## config.mk

```make
export PLATFORM = sky130hd
export DESIGN_NAME = fio_forced_io_override
export DESIGN_NICKNAME = d
export VERILOG_FILES = /design/src/hw/fio_pkg.sv /design/src/hw/fio_axil_slave.sv /design/src/hw/fio_forced_io_override.sv
export SDC_FILE = /design/constraint.sdc
export NUM_CORES = 1
export LEC_CHECK = 0
export BUFFER_PORTS_ARGS = -buffer_cell sky130_fd_sc_hd__buf_2
export CAP_MARGIN = 20
export CORE_MARGIN = 3
export CORE_UTILIZATION = 50
export DETAILED_ROUTE_END_ITERATION = 8
export GPL_ROUTABILITY_DRIVEN = 0
export GPL_TIMING_DRIVEN = 0
export PLACE_DENSITY = 0.83
export SLEW_MARGIN = 20
export SYNTH_ARGS = -nofsm -noshare
export SYNTH_HDL_FRONTEND = slang
export SYNTH_SLANG_ARGS = --single-unit
```

## constraint.sdc

```tcl
create_clock -name ref_clk -period 2.3 [get_ports ref_clk]
set_input_delay 0.46 -clock ref_clk [delete_from_list [all_inputs] [get_ports ref_clk]]
set_output_delay 0.46 -clock ref_clk [all_outputs]
set_load 0.01 [all_outputs]
```

## src/hw/fio_pkg.sv

```systemverilog
// Shared constants and types for the forced terminal override block
package fio_pkg;

   localparam int FIO_NUM_IN  = 9;
   localparam int FIO_NUM_OUT = 5;
   localparam int FIO_REG_W   = 16;
   localparam int FIO_ADDR_W  = 8;
   localparam int FIO_DATA_W  = 32;
   localparam int FIO_STRB_W  = FIO_DATA_W / 8;
   localparam int FIO_BYTE_W  = 8;

   localparam logic [FIO_ADDR_W-1:0] FIO_ADDR_SEL     = 8'h00;
   localparam logic [FIO_ADDR_W-1:0] FIO_ADDR_FIN     = 8'h04;
   localparam logic [FIO_ADDR_W-1:0] FIO_ADDR_FOUT    = 8'h08;
   localparam logic [FIO_ADDR_W-1:0] FIO_ADDR_IN_MON  = 8'h0c;
   localparam logic [FIO_ADDR_W-1:0] FIO_ADDR_OUT_MON = 8'h10;
   localparam logic [FIO_ADDR_W-1:0] FIO_ADDR_IN_ACT  = 8'h14;
   localparam logic [FIO_ADDR_W-1:0] FIO_ADDR_OUT_ACT = 8'h18;

   localparam logic [1:0] FIO_RESP_OKAY   = 2'h0;
   localparam logic [1:0] FIO_RESP_SLVERR = 2'h2;

   localparam logic [FIO_REG_W-1:0] FIO_FIN_RST   = 16'h0000;
   localparam logic [FIO_REG_W-1:0] FIO_FOUT_RST  = 16'h0000;
   localparam logic [FIO_REG_W-1:0] FIO_IACT_RST  = 16'h0000;
   localparam logic [FIO_REG_W-1:0] FIO_OACT_RST  = 16'h0000;
   localparam logic [FIO_REG_W-1:0] FIO_IMON_RST  = 16'h0000;
   // Outputs idle at the invalid level of the low-active reset polarity
   localparam logic [FIO_REG_W-1:0] FIO_OTERM_RST = 16'hffff;

   typedef enum logic [1:0] {
      FIO_SEL_NONE = 2'b00,
      FIO_SEL_IN   = 2'b01,
      FIO_SEL_OUT  = 2'b10,
      FIO_SEL_BOTH = 2'b11
   } fio_sel_t;

   typedef struct packed {
      logic                  awvalid;
      logic [FIO_ADDR_W-1:0] awaddr;
      logic                  wvalid;
      logic [FIO_DATA_W-1:0] wdata;
      logic [FIO_STRB_W-1:0] wstrb;
      logic                  bready;
      logic                  arvalid;
      logic [FIO_ADDR_W-1:0] araddr;
      logic                  rready;
   } fio_axi_req_t;

   typedef struct packed {
      logic                  awready;
      logic                  wready;
      logic                  bvalid;
      logic [1:0]            bresp;
      logic                  arready;
      logic                  rvalid;
      logic [FIO_DATA_W-1:0] rdata;
      logic [1:0]            rresp;
   } fio_axi_rsp_t;

endpackage

```

## src/hw/fio_axil_slave.sv

```systemverilog
// AXI4-Lite slave front end: one write and one read in flight, registered answers
`timescale 1ns/1ns
`default_nettype none
module fio_axil_slave
   import fio_pkg::*;
(
   input  wire logic                  ref_clk,
   input  wire logic                  rst,
   input  wire fio_axi_req_t          axiReq,
   output var  fio_axi_rsp_t          axiRsp,
   output logic                       wrEn,
   output logic [FIO_ADDR_W-1:0]      wrAddr,
   output logic [FIO_DATA_W-1:0]      wrData,
   output logic [FIO_STRB_W-1:0]      wrStrb,
   input  wire logic                  wrErr,
   output logic                       rdEn,
   output logic [FIO_ADDR_W-1:0]      rdAddr,
   input  wire logic [FIO_DATA_W-1:0] rdData,
   input  wire logic                  rdErr
);

   logic                  awReady_q, wReady_q, awHeld_q, wHeld_q, bValid_q;
   logic                  arReady_q, arHeld_q, rValid_q;
   logic [FIO_ADDR_W-1:0] awAddr_q, arAddr_q;
   logic [FIO_DATA_W-1:0] wData_q, rData_q;
   logic [FIO_STRB_W-1:0] wStrb_q;
   logic [1:0]            bResp_q, rResp_q;

   assign wrEn   = awHeld_q && wHeld_q && !bValid_q;
   assign wrAddr = awAddr_q;
   assign wrData = wData_q;
   assign wrStrb = wStrb_q;
   assign rdEn   = arHeld_q;
   assign rdAddr = arAddr_q;

   // Readies come back only after the response is taken, so one write is in flight
   always_ff @(posedge ref_clk) begin
      if (rst) begin
         awReady_q <= 1'b1;
         wReady_q  <= 1'b1;
         awHeld_q  <= 1'b0;
         wHeld_q   <= 1'b0;
         bValid_q  <= 1'b0;
         awAddr_q  <= '0;
         wData_q   <= '0;
         wStrb_q   <= '0;
         bResp_q   <= FIO_RESP_OKAY;
      end else begin
         if (awReady_q && axiReq.awvalid) begin
            awAddr_q  <= axiReq.awaddr;
            awHeld_q  <= 1'b1;
            awReady_q <= 1'b0;
         end
         if (wReady_q && axiReq.wvalid) begin
            wData_q  <= axiReq.wdata;
            wStrb_q  <= axiReq.wstrb;
            wHeld_q  <= 1'b1;
            wReady_q <= 1'b0;
         end
         if (wrEn) begin
            awHeld_q <= 1'b0;
            wHeld_q  <= 1'b0;
            bValid_q <= 1'b1;
            bResp_q  <= wrErr ? FIO_RESP_SLVERR : FIO_RESP_OKAY;
         end
         if (bValid_q && axiReq.bready) begin
            bValid_q  <= 1'b0;
            awReady_q <= 1'b1;
            wReady_q  <= 1'b1;
         end
      end
   end

   always_ff @(posedge ref_clk) begin
      if (rst) begin
         arReady_q <= 1'b1;
         arHeld_q  <= 1'b0;
         rValid_q  <= 1'b0;
         arAddr_q  <= '0;
         rData_q   <= '0;
         rResp_q   <= FIO_RESP_OKAY;
      end else begin
         if (arReady_q && axiReq.arvalid) begin
            arAddr_q  <= axiReq.araddr;
            arHeld_q  <= 1'b1;
            arReady_q <= 1'b0;
         end
         if (arHeld_q) begin
            arHeld_q <= 1'b0;
            rValid_q <= 1'b1;
            rData_q  <= rdErr ? '0 : rdData;
            rResp_q  <= rdErr ? FIO_RESP_SLVERR : FIO_RESP_OKAY;
         end
         if (rValid_q && axiReq.rready) begin
            rValid_q  <= 1'b0;
            arReady_q <= 1'b1;
         end
      end
   end

   always_comb begin
      axiRsp.awready = awReady_q;
      axiRsp.wready  = wReady_q;
      axiRsp.bvalid  = bValid_q;
      axiRsp.bresp   = bResp_q;
      axiRsp.arready = arReady_q;
      axiRsp.rvalid  = rValid_q;
      axiRsp.rdata   = rData_q;
      axiRsp.rresp   = rResp_q;
   end

endmodule
`default_nettype wire

```

## src/hw/fio_forced_io_override.sv

```systemverilog
// Forced terminal override: register file, terminal muxing, polarity and monitors
//
// The implementer's own choices: the placing of the registers and the AXI4-Lite slave port.
`timescale 1ns/1ns
`default_nettype none
module fio_forced_io_override
   import fio_pkg::*;
#(
   parameter int NUM_IN  = FIO_NUM_IN,
   parameter int NUM_OUT = FIO_NUM_OUT
) (
   input  wire logic               ref_clk,
   input  wire logic               rst,
   input  wire fio_axi_req_t       axiReq,
   output var  fio_axi_rsp_t       axiRsp,
   input  wire logic [NUM_IN-1:0]  inTerm,
   input  wire logic [NUM_IN-1:0]  virtIn,
   input  wire logic [NUM_OUT-1:0] outFuncNormal,
   output logic [NUM_IN-1:0]       inFuncValid,
   output logic [NUM_IN-1:0]       virtFuncValid,
   output logic [NUM_OUT-1:0]      outTerm
);

   logic                  wrEn;
   logic [FIO_ADDR_W-1:0] wrAddr;
   logic [FIO_DATA_W-1:0] wrData;
   logic [FIO_STRB_W-1:0] wrStrb;
   logic                  wrErr;
   logic                  rdEn;
   logic [FIO_ADDR_W-1:0] rdAddr;
   logic [FIO_DATA_W-1:0] rdData;
   logic                  rdErr;
   logic [FIO_DATA_W-1:0] wrMerged;

   fio_sel_t             sel_q;
   logic [NUM_IN-1:0]    forcedIn_q;
   logic [NUM_OUT-1:0]   forcedOut_q;
   logic [NUM_IN-1:0]    inAct_q;
   logic [NUM_OUT-1:0]   outAct_q;
   logic [NUM_IN-1:0]    inMon_q;
   logic [NUM_IN-1:0]    inFunc_q;
   logic [NUM_IN-1:0]    virtFunc_q;
   logic [NUM_OUT-1:0]   outTerm_q;

   logic                 forceIn;
   logic                 forceOut;
   logic [NUM_IN-1:0]    inLvl;
   logic [NUM_IN-1:0]    virtLvl;
   logic [NUM_OUT-1:0]   outValid;
   logic [FIO_REG_W-1:0] inFuncMap;
   logic [FIO_REG_W-1:0] virtFuncMap;
   logic [FIO_REG_W-1:0] outLvlMap;

   fio_axil_slave u_bus (
      .ref_clk (ref_clk),
      .rst     (rst),
      .axiReq  (axiReq),
      .axiRsp  (axiRsp),
      .wrEn    (wrEn),
      .wrAddr  (wrAddr),
      .wrData  (wrData),
      .wrStrb  (wrStrb),
      .wrErr   (wrErr),
      .rdEn    (rdEn),
      .rdAddr  (rdAddr),
      .rdData  (rdData),
      .rdErr   (rdErr)
   );

   // Level to function state, and back: both are the same xnor with the active level
   function automatic logic [FIO_REG_W-1:0] actMap(
      input logic [FIO_REG_W-1:0] lvl,
      input logic [FIO_REG_W-1:0] act
   );
      actMap = ~(lvl ^ act);
   endfunction

   function automatic logic isMapped(input logic [FIO_ADDR_W-1:0] a);
      isMapped = (a == FIO_ADDR_SEL) || (a == FIO_ADDR_FIN) || (a == FIO_ADDR_FOUT)
              || (a == FIO_ADDR_IN_MON) || (a == FIO_ADDR_OUT_MON)
              || (a == FIO_ADDR_IN_ACT) || (a == FIO_ADDR_OUT_ACT);
   endfunction

   function automatic logic [FIO_DATA_W-1:0] applyStrb(
      input logic [FIO_DATA_W-1:0] old,
      input logic [FIO_DATA_W-1:0] data,
      input logic [FIO_STRB_W-1:0] strb
   );
      logic [FIO_DATA_W-1:0] res;
      res = old;
      for (int i = 0; i < FIO_STRB_W; i++) begin
         if (strb[i]) begin
            res[i*FIO_BYTE_W +: FIO_BYTE_W] = data[i*FIO_BYTE_W +: FIO_BYTE_W];
         end
      end
      applyStrb = res;
   endfunction

   // Readback decode, shared by the read port and the byte-lane merge of writes
   function automatic logic [FIO_DATA_W-1:0] regValue(input logic [FIO_ADDR_W-1:0] a);
      logic [FIO_DATA_W-1:0] v;
      v = '0;
      if (a == FIO_ADDR_SEL) begin
         v = FIO_DATA_W'(sel_q);
      end else if (a == FIO_ADDR_FIN) begin
         v = FIO_DATA_W'(forcedIn_q);
      end else if (a == FIO_ADDR_FOUT) begin
         v = FIO_DATA_W'(forcedOut_q);
      end else if (a == FIO_ADDR_IN_MON) begin
         v = FIO_DATA_W'(inMon_q);
      end else if (a == FIO_ADDR_OUT_MON) begin
         v = FIO_DATA_W'(outTerm_q);
      end else if (a == FIO_ADDR_IN_ACT) begin
         v = FIO_DATA_W'(inAct_q);
      end else if (a == FIO_ADDR_OUT_ACT) begin
         v = FIO_DATA_W'(outAct_q);
      end
      regValue = v;
   endfunction

   assign wrErr    = !isMapped(wrAddr);
   assign rdErr    = !isMapped(rdAddr);
   // A process, not an assign: the function reads registers that are not its arguments
   always_comb begin
      rdData = regValue(rdAddr);
   end

   always_comb begin
      wrMerged = applyStrb(regValue(wrAddr), wrData, wrStrb);
   end

   always_comb begin
      forceIn  = 1'b0;
      forceOut = 1'b0;
      unique case (sel_q)
         FIO_SEL_NONE: begin
            forceIn  = 1'b0;
            forceOut = 1'b0;
         end
         FIO_SEL_IN: begin
            forceIn  = 1'b1;
            forceOut = 1'b0;
         end
         FIO_SEL_OUT: begin
            forceIn  = 1'b0;
            forceOut = 1'b1;
         end
         FIO_SEL_BOTH: begin
            forceIn  = 1'b1;
            forceOut = 1'b1;
         end
      endcase
   end

   // Selector is volatile by design: only reset or a zero write leaves forcing
   always_ff @(posedge ref_clk) begin
      if (rst) begin
         sel_q <= FIO_SEL_NONE;
      end else if (wrEn && (wrAddr == FIO_ADDR_SEL)) begin
         sel_q <= fio_sel_t'(wrMerged[1:0]);
      end
   end

   always_ff @(posedge ref_clk) begin
      if (rst) begin
         forcedIn_q  <= FIO_FIN_RST[NUM_IN-1:0];
         forcedOut_q <= FIO_FOUT_RST[NUM_OUT-1:0];
      end else begin
         if (wrEn && (wrAddr == FIO_ADDR_FIN)) begin
            forcedIn_q <= wrMerged[NUM_IN-1:0];
         end
         if (wrEn && (wrAddr == FIO_ADDR_FOUT)) begin
            forcedOut_q <= wrMerged[NUM_OUT-1:0];
         end
      end
   end

   always_ff @(posedge ref_clk) begin
      if (rst) begin
         inAct_q  <= FIO_IACT_RST[NUM_IN-1:0];
         outAct_q <= FIO_OACT_RST[NUM_OUT-1:0];
      end else begin
         if (wrEn && (wrAddr == FIO_ADDR_IN_ACT)) begin
            inAct_q <= wrMerged[NUM_IN-1:0];
         end
         if (wrEn && (wrAddr == FIO_ADDR_OUT_ACT)) begin
            outAct_q <= wrMerged[NUM_OUT-1:0];
         end
      end
   end

   assign inLvl    = forceIn ? forcedIn_q : inTerm;
   assign virtLvl  = forceIn ? forcedIn_q : virtIn;
   assign outValid = forceOut ? forcedOut_q : outFuncNormal;

   assign inFuncMap   = actMap(FIO_REG_W'(inLvl), FIO_REG_W'(inAct_q));
   assign virtFuncMap = actMap(FIO_REG_W'(virtLvl), FIO_REG_W'(inAct_q));
   assign outLvlMap   = actMap(FIO_REG_W'(outValid), FIO_REG_W'(outAct_q));

   // One register stage on every terminal path keeps all outputs glitch free
   always_ff @(posedge ref_clk) begin
      if (rst) begin
         inMon_q    <= FIO_IMON_RST[NUM_IN-1:0];
         inFunc_q   <= FIO_IMON_RST[NUM_IN-1:0];
         virtFunc_q <= FIO_IMON_RST[NUM_IN-1:0];
      end else begin
         inMon_q    <= inLvl;
         inFunc_q   <= inFuncMap[NUM_IN-1:0];
         virtFunc_q <= virtFuncMap[NUM_IN-1:0];
      end
   end

   always_ff @(posedge ref_clk) begin
      if (rst) begin
         outTerm_q <= FIO_OTERM_RST[NUM_OUT-1:0];
      end else begin
         outTerm_q <= outLvlMap[NUM_OUT-1:0];
      end
   end

   assign inFuncValid   = inFunc_q;
   assign virtFuncValid = virtFunc_q;
   assign outTerm       = outTerm_q;
endmodule
`default_nettype wire

```

# --- Word-level counts from Yosys, hierarchy flattened ---
# Cells that the tools add are included.
word_totals:
  regBits: 133
  elab_cells: 106
classes:
  eq_ne: 15
  n_mux: 25
  bitwise_logic: 6
  n_reduce_logical: 36
op_table:
  columns: ["cell", "n"]
  rows:
  - ["9-bit 2-to-1 mux", 15]
  - ["8-bit by 5-bit equality test with 1-bit output, second input constant", 6]
  - ["8-bit by 4-bit equality test with 1-bit output, second input constant", 4]
  - ["9-bit inverter", 2]
  - ["9-bit bitwise XOR", 2]
  - ["8-bit by 3-bit equality test with 1-bit output, second input constant", 2]
  - ["8-bit logical NOT", 2]
  - ["2-bit OR reduction", 8]
  - ["5-bit 2-to-1 mux", 3]
  - ["1-bit logical AND", 12]
  - ["1-bit logical OR", 12]
  - ["8-bit 2-to-1 mux", 1]
  - ["5-bit inverter", 1]
  - ["5-bit bitwise XOR", 1]
  - ["2-bit equality test, second input constant", 2]
  - ["2-bit 2-to-1 mux", 2]
  - ["1-bit case mux with 2 select lines", 2]
  - ["2-bit by 1-bit equality test with 1-bit output, second input constant", 1]
  - ["2-bit logical NOT", 1]
  - ["1-bit 2-to-1 mux", 2]
  - ["1-bit logical NOT", 1]

# --- Logic depth before layout (Yosys ltp) ---
depth:
  word_depth: 9
  depth_mapped: 8
  mapped_depth_nobuf: 5

# --- Cells and area by module ---
# Synthesis repeated with hierarchy kept, for this count alone.
hier_totals:
  hier_cells: 825
  area_unflattened_um2: 7405.9
by_module_without_submodules:
  columns: ["mod", "n_inst", "cells_each", "area_each_um2", "seq_area_each_um2"]
  rows:
  - ["fio_axil_slave", 1, 412, 3860.0, 1881.8]
  - ["fio_forced_io_override", 1, 413, 3545.9, 1241.2]

# --- Least setup slack after synthesis ---
# OpenSTA, ideal clock, no wires.
synth_path:
  path_type: "reg-to-reg"
  startpoint: "register u_bus.awAddr_q[7], in the netlist u_bus.wrAddr[7]"
  endpoint: "register forcedIn_q[4]"
  setup_time_ns: 0.079
  t_arrival_ns: 1.676
  required_time_ns: 2.221
  path_slack_ns: 0.545
  stages_incl_launch_ff: 6
  path_buffers: 1
  cell_sequence: "dfxtp_1 > or4_4 > nor4_4 > buf_6 > nor2_1 > a211oi_2"
synth_via:
  elab_chain_cells: 9
synth_lines:
  columns: ["item", "line", "source"]
  rows:
  - ["start: declaration", "fio_axil_slave.sv:24", "logic [FIO_ADDR_W-1:0] awAddr_q, arAddr_q;"]
  - ["start signal: assignment", "fio_axil_slave.sv:50", "awAddr_q <= axiReq.awaddr;"]
  - ["8-bit by 5-bit equality test with 1-bit output", "fio_forced_io_override.sv:115", "end else if (a == FIO_ADDR_OUT_ACT) begin"]
  - ["5-bit 2-to-1 mux", "fio_forced_io_override.sv:115", null]
  - ["9-bit 2-to-1 mux", "fio_forced_io_override.sv:113", "end else if (a == FIO_ADDR_IN_ACT) begin"]
  - ["9-bit 2-to-1 mux", "fio_forced_io_override.sv:111", "end else if (a == FIO_ADDR_OUT_MON) begin"]
  - ["9-bit 2-to-1 mux", "fio_forced_io_override.sv:109", "end else if (a == FIO_ADDR_IN_MON) begin"]
  - ["9-bit 2-to-1 mux", "fio_forced_io_override.sv:107", "end else if (a == FIO_ADDR_FOUT) begin"]
  - ["9-bit 2-to-1 mux", "fio_forced_io_override.sv:105", "end else if (a == FIO_ADDR_FIN) begin"]
  - ["9-bit 2-to-1 mux", "fio_forced_io_override.sv:103", "if (a == FIO_ADDR_SEL) begin"]
  - ["8-bit 2-to-1 mux", "fio_forced_io_override.sv:92", "if (strb[i]) begin"]
  - ["end signal: assignment", "fio_forced_io_override.sv:166", "forcedIn_q <= FIO_FIN_RST[NUM_IN-1:0];"]
  - ["end signal: assignment", "fio_forced_io_override.sv:170", "forcedIn_q <= wrMerged[NUM_IN-1:0];"]
  - ["end: declaration", "fio_forced_io_override.sv:36", "logic [NUM_IN-1:0] forcedIn_q;"]
# Parallel ways exist; a longest one is shown, timed or not.
# A chain may end at the register's enable or synchronous reset.

# --- Worst setup path in the final report ---
layout_path:
  startpoint: "register u_bus.awAddr_q[3], in the netlist u_bus.wrAddr[3]"
  endpoint: "register outAct_q[0]"
layout_via:
  elab_chain_cells: 9
layout_lines:
  columns: ["item", "line", "source"]
  rows:
  - ["8-bit by 5-bit equality test with 1-bit output", "fio_forced_io_override.sv:115, fio_forced_io_override.sv:186", null]
  - ["5-bit 2-to-1 mux", "fio_forced_io_override.sv:115", null]
  - ["9-bit 2-to-1 mux", "fio_forced_io_override.sv:113", null]
  - ["9-bit 2-to-1 mux", "fio_forced_io_override.sv:111", null]
  - ["9-bit 2-to-1 mux", "fio_forced_io_override.sv:109", null]
  - ["9-bit 2-to-1 mux", "fio_forced_io_override.sv:107", null]
  - ["9-bit 2-to-1 mux", "fio_forced_io_override.sv:105", null]
  - ["9-bit 2-to-1 mux", "fio_forced_io_override.sv:103", null]
  - ["8-bit 2-to-1 mux", "fio_forced_io_override.sv:92", null]
  - ["end signal: assignment", "fio_forced_io_override.sv:181", "outAct_q <= FIO_OACT_RST[NUM_OUT-1:0];"]
  - ["end signal: assignment", "fio_forced_io_override.sv:187", "outAct_q <= wrMerged[NUM_OUT-1:0];"]
  - ["end: declaration", "fio_forced_io_override.sv:39", "logic [NUM_OUT-1:0] outAct_q;"]
# Parallel ways exist; a longest one is shown, timed or not.

==> impl_metrics.csv <==
group,metric,value,unit
clocking,path_clk_slew,0.09,ns
pwr,leakagePower,0.00242,uW
placement,numPortBuffers,94,
worst_setup_path,cpPeakStageDelay,0.44,ns
worst_setup_path,worst_path_max_delay_cell,"dfxtp_1",
pwr,vdd_drop_max,0.369,mV
finish,utilization,61.6,%
routing,wire_per_inst,16.8,um
global_routing,antenna_found_initial,0,
worst_setup_path,critPathCapture,"outAct_q[0]",
clocking,cts-root-buf,"clkbuf_8",
floorplanning,io-pin-count,146,
pwr,clkPwrFrac,29.7,%
floorplanning,die-height,108,um
global_routing,grt_max_degree,16,
finish,finalNetCount,834,
clocking,ctsHoldBuffers,0,
synth,ys_seq_elements,108,
pwr,p_seq_share,54.4,%
sta,final.setup.worst_slack,0.194,ns
routing,dr.pass1.iters,7,
finish,final_cell_mix,"dfxtp_1, buf_2, nand2_1",
worst_setup_path,cp_data_arrival_time,2.40,ns
sta,fin_crit,2.11,ns
finish,area_delta_synth_final,17.6,%
global_routing,grt_usage,25.9,%
sta,max_slew_margin,40.4,%
synth,synth_edf_count,0,
sta,rsz0062_at_grt,"true",
synth,synth_cell_type_count,66,
pwr,power_density,601,nW/um2
run_status,run_status,"complete, no violations",
global_routing,grt_pass1_vias,4765,
worst_setup_path,critPathLaunchType,"flip-flop",
clocking,clock_tree.buffer_depth,2,
worst_setup_path,cp_max_fo,10,
clocking,cts_setup_buffers,0,
routing,drt_iter0_markers,488,
finish,drive_above_1_share,21.1,%
floorplanning,dieArea,11600,um2
synth,async_flop_share,0,%
pwr,p_int,2670,uW
sta,finalSetupViolCount,0,
floorplanning,initial_core_util,52.3,%
placement,hpwl,11200,um
flow_run,cap_violations,0,
clocking,clock-sinks,108,
worst_setup_path,cp-startpoint,"u_bus.wrAddr[3]",
routing,antenna_left,0,
sta,tightest_slew,0.894,ns
routing,vias_per_cell,5.70,
sta,final-hold-violation-count,0,
synth,syn_avg_cell_area,8.32,um2
synth,synthCells,623,
pwr,power_switching,998,uW
pwr,power.total,3670,uW
routing,wl,14900,um
placement,dp_slack,0.148,ns
clocking,clock_latency,0.37,ns
pwr,combPwrFrac,15.9,%
worst_setup_path,critPathRequiredTime,2.60,ns
worst_setup_path,cp_cell_sequence,"buf_2, clkbuf_1, nor2b_1, a21boi_0, o221ai_1, nand3_1, o21ai_0",
global_routing,grt_first_pass_wirelength,23600,um
clocking,htreeDepth,3,
sta,fin_worst_skew,0.00986,ns
sta,slew_violations,0,
finish,layout_commonest_cell,"dfxtp_1",
routing,vias,5058,
worst_setup_path,worst_setup_path_end_kind,"flip-flop",
finish,stdcell_count,888,
placement,place_inst,874,
min_path,min_path_type,"in -> reg",
floorplanning,core,9910,um2
global_routing,grt_overflow,0,
clocking,ctsResizeCount,0,
worst_setup_path,worst_r2r_path_depth,7,
synth,ys_warn_count,0,
sta,max_clock_freq,475,MHz
worst_setup_path,worstReg2RegEnd,"outAct_q[0]",
routing,drc_errors,0,
clocking,cts_tree,"yes",
synth,synthesis.area,5190,um2
clocking,cts_buffers,9,
worst_setup_path,rrSetupSlack,0.19,ns
worst_setup_path,r2r_start,"u_bus.wrAddr[3]",
synth,ys_seq_area_share,41.7,%
floorplanning,die_x,108,um
finish,n_antenna_cell,0,
floorplanning,rows,36,
pwr,p_sw_share,27.2,%
worst_setup_path,crit_type,"reg -> reg",
sta,period_share,91.6,%
sta,whs,0.314,ns
synth,synth_flop_cell,"dfxtp_1",
-- synth_stat cells, types with 2 or more instances --
library cell,n,share of area (%)
nor2_1,75,5.4
and2_1,3,0.36
and3_1,5,0.60
mux2_2,2,0.43
o21ai_0,28,2.7
a211oi_2,2,0.48
o31ai_1,3,0.43
a32oi_1,3,0.51
a21boi_0,3,0.43
a22oi_1,2,0.29
nand2b_1,16,1.9
o31a_1,3,0.51
clkbuf_1,33,2.4
or3_1,2,0.24
a21o_1,2,0.29
nor2b_1,6,0.72
o221ai_1,3,0.51
nor4_1,3,0.36
inv_1,10,0.72
nand3_1,24,2.3
o21ai_1,2,0.19
o311ai_0,2,0.34
and3b_1,2,0.34
a21oi_1,46,4.4
buf_4,31,4.5
xnor2_1,23,3.9
buf_2,6,0.58
nor3_1,8,0.77
mux2i_1,32,6.2
nand2_1,76,5.5
a221o_1,2,0.39
a22o_1,2,0.34
a311oi_1,12,2.0
dfxtp_1,108,42
a211o_1,2,0.34
a211oi_1,11,1.6
-- sequential cells by signal, indices dropped and copies added (netlist names), 2 cells and up --
| name | count |
|---|---|
| sel_q | 2 |
| forcedIn_q | 9 |
| u_bus.wrData | 9 |
| inFuncValid | 9 |
| u_bus.rdAddr | 8 |
| u_bus.wrStrb | 2 |
| u_bus.rData_q | 9 |
| outAct_q | 5 |
| inMon_q | 9 |
| outTerm | 5 |
| virtFuncValid | 9 |
| forcedOut_q | 5 |
| u_bus.wrAddr | 8 |
| inAct_q | 9 |
-- critical path: cells and delay by family, from the launching register on --
| family | cells | cell delay [ns] |
|---|---|---|
| DFF | 1 | 0.44 |
| buffers and inverters | 2 | 0.70 |
| and+or+nand+nor | 2 | 0.35 |
| AOI/OAI and AO/OA | 3 | 0.54 |
-- metal layers --
layer	vias to the layer above	routed length (um)	track usage [%]
met5	-	26	0
met4	2	702	11.7
met3	72	1600	6.06
met2	351	6570	40.8
met1	2266	6010	33.5
li1	2367	-	-
-- power by group through the flow --
stage / Combinational [uW] / Sequential [uW] / Clock (uW)
after floorplan: 377 / 2030 / 0
after CTS: 565 / 1990 / 1090
final: 583 / 1990 / 1090
after detailed placement: 563 / 2030 / 0
after global routing: 642 / 2000 / 1170
after global placement: 544 / 2030 / 0
-- through the flow --
| stage | setup TNS (ns) | cell area (um2) |
|---|---|---|
| final | 0 | 6100 |
| after global routing | -0.0203 | 6100 |
| after CTS | 0 | 6080 |
| after detailed placement | 0 | 5910 |
| after global placement | 0 | 5910 |
| after floorplan | 0 | 5280 |
-- layout make-up --
cell class / count / area, um2
Buffer: 72 / 402
Clock buffer: 11 / 131
Clock inverter: 3 / 40.0
Tap cell: 133 / 166
Fill cell: 873 / 3810
Sequential cell: 108 / 2160
Inverter: 11 / 41.3
Multi-Input combinational cell: 456 / 2690
Timing Repair Buffer: 94 / 470
-- how the worst min path moves through the flow --
| stage | to | slack [ns] | cells past startpoint | startpoint |
|---|---|---|---|---|
| finish | u_bus.wReady_q | 0.31 | 2 | axiReq[47] |
| global route | u_bus.wrData[4] | 0.33 | 3 | axiReq[19] |
| CTS | u_bus.wReady_q | 0.31 | 2 | axiReq[47] |
| detailed placement | u_bus.wrAddr[6] | 0.44 | 2 | u_bus.wrAddr[6] |
| global placement | u_bus.wrAddr[6] | 0.44 | 2 | u_bus.wrAddr[6] |
| floorplan | u_bus.wrAddr[6] | 0.43 | 2 | u_bus.wrAddr[6] |
-- cells by family after synthesis --
family,after synthesis,share of synthesized area (%)
XOR/XNOR,23,3.88
other,1,0.0723
AO/OA/AOI/OAI,143,18.5
buffers and inverters,83,8.54
multiplexers,34,6.61
AND/OR/NAND/NOR,231,20.7
flip-flops,108,41.7
Power figures use the tool's default switching activity.
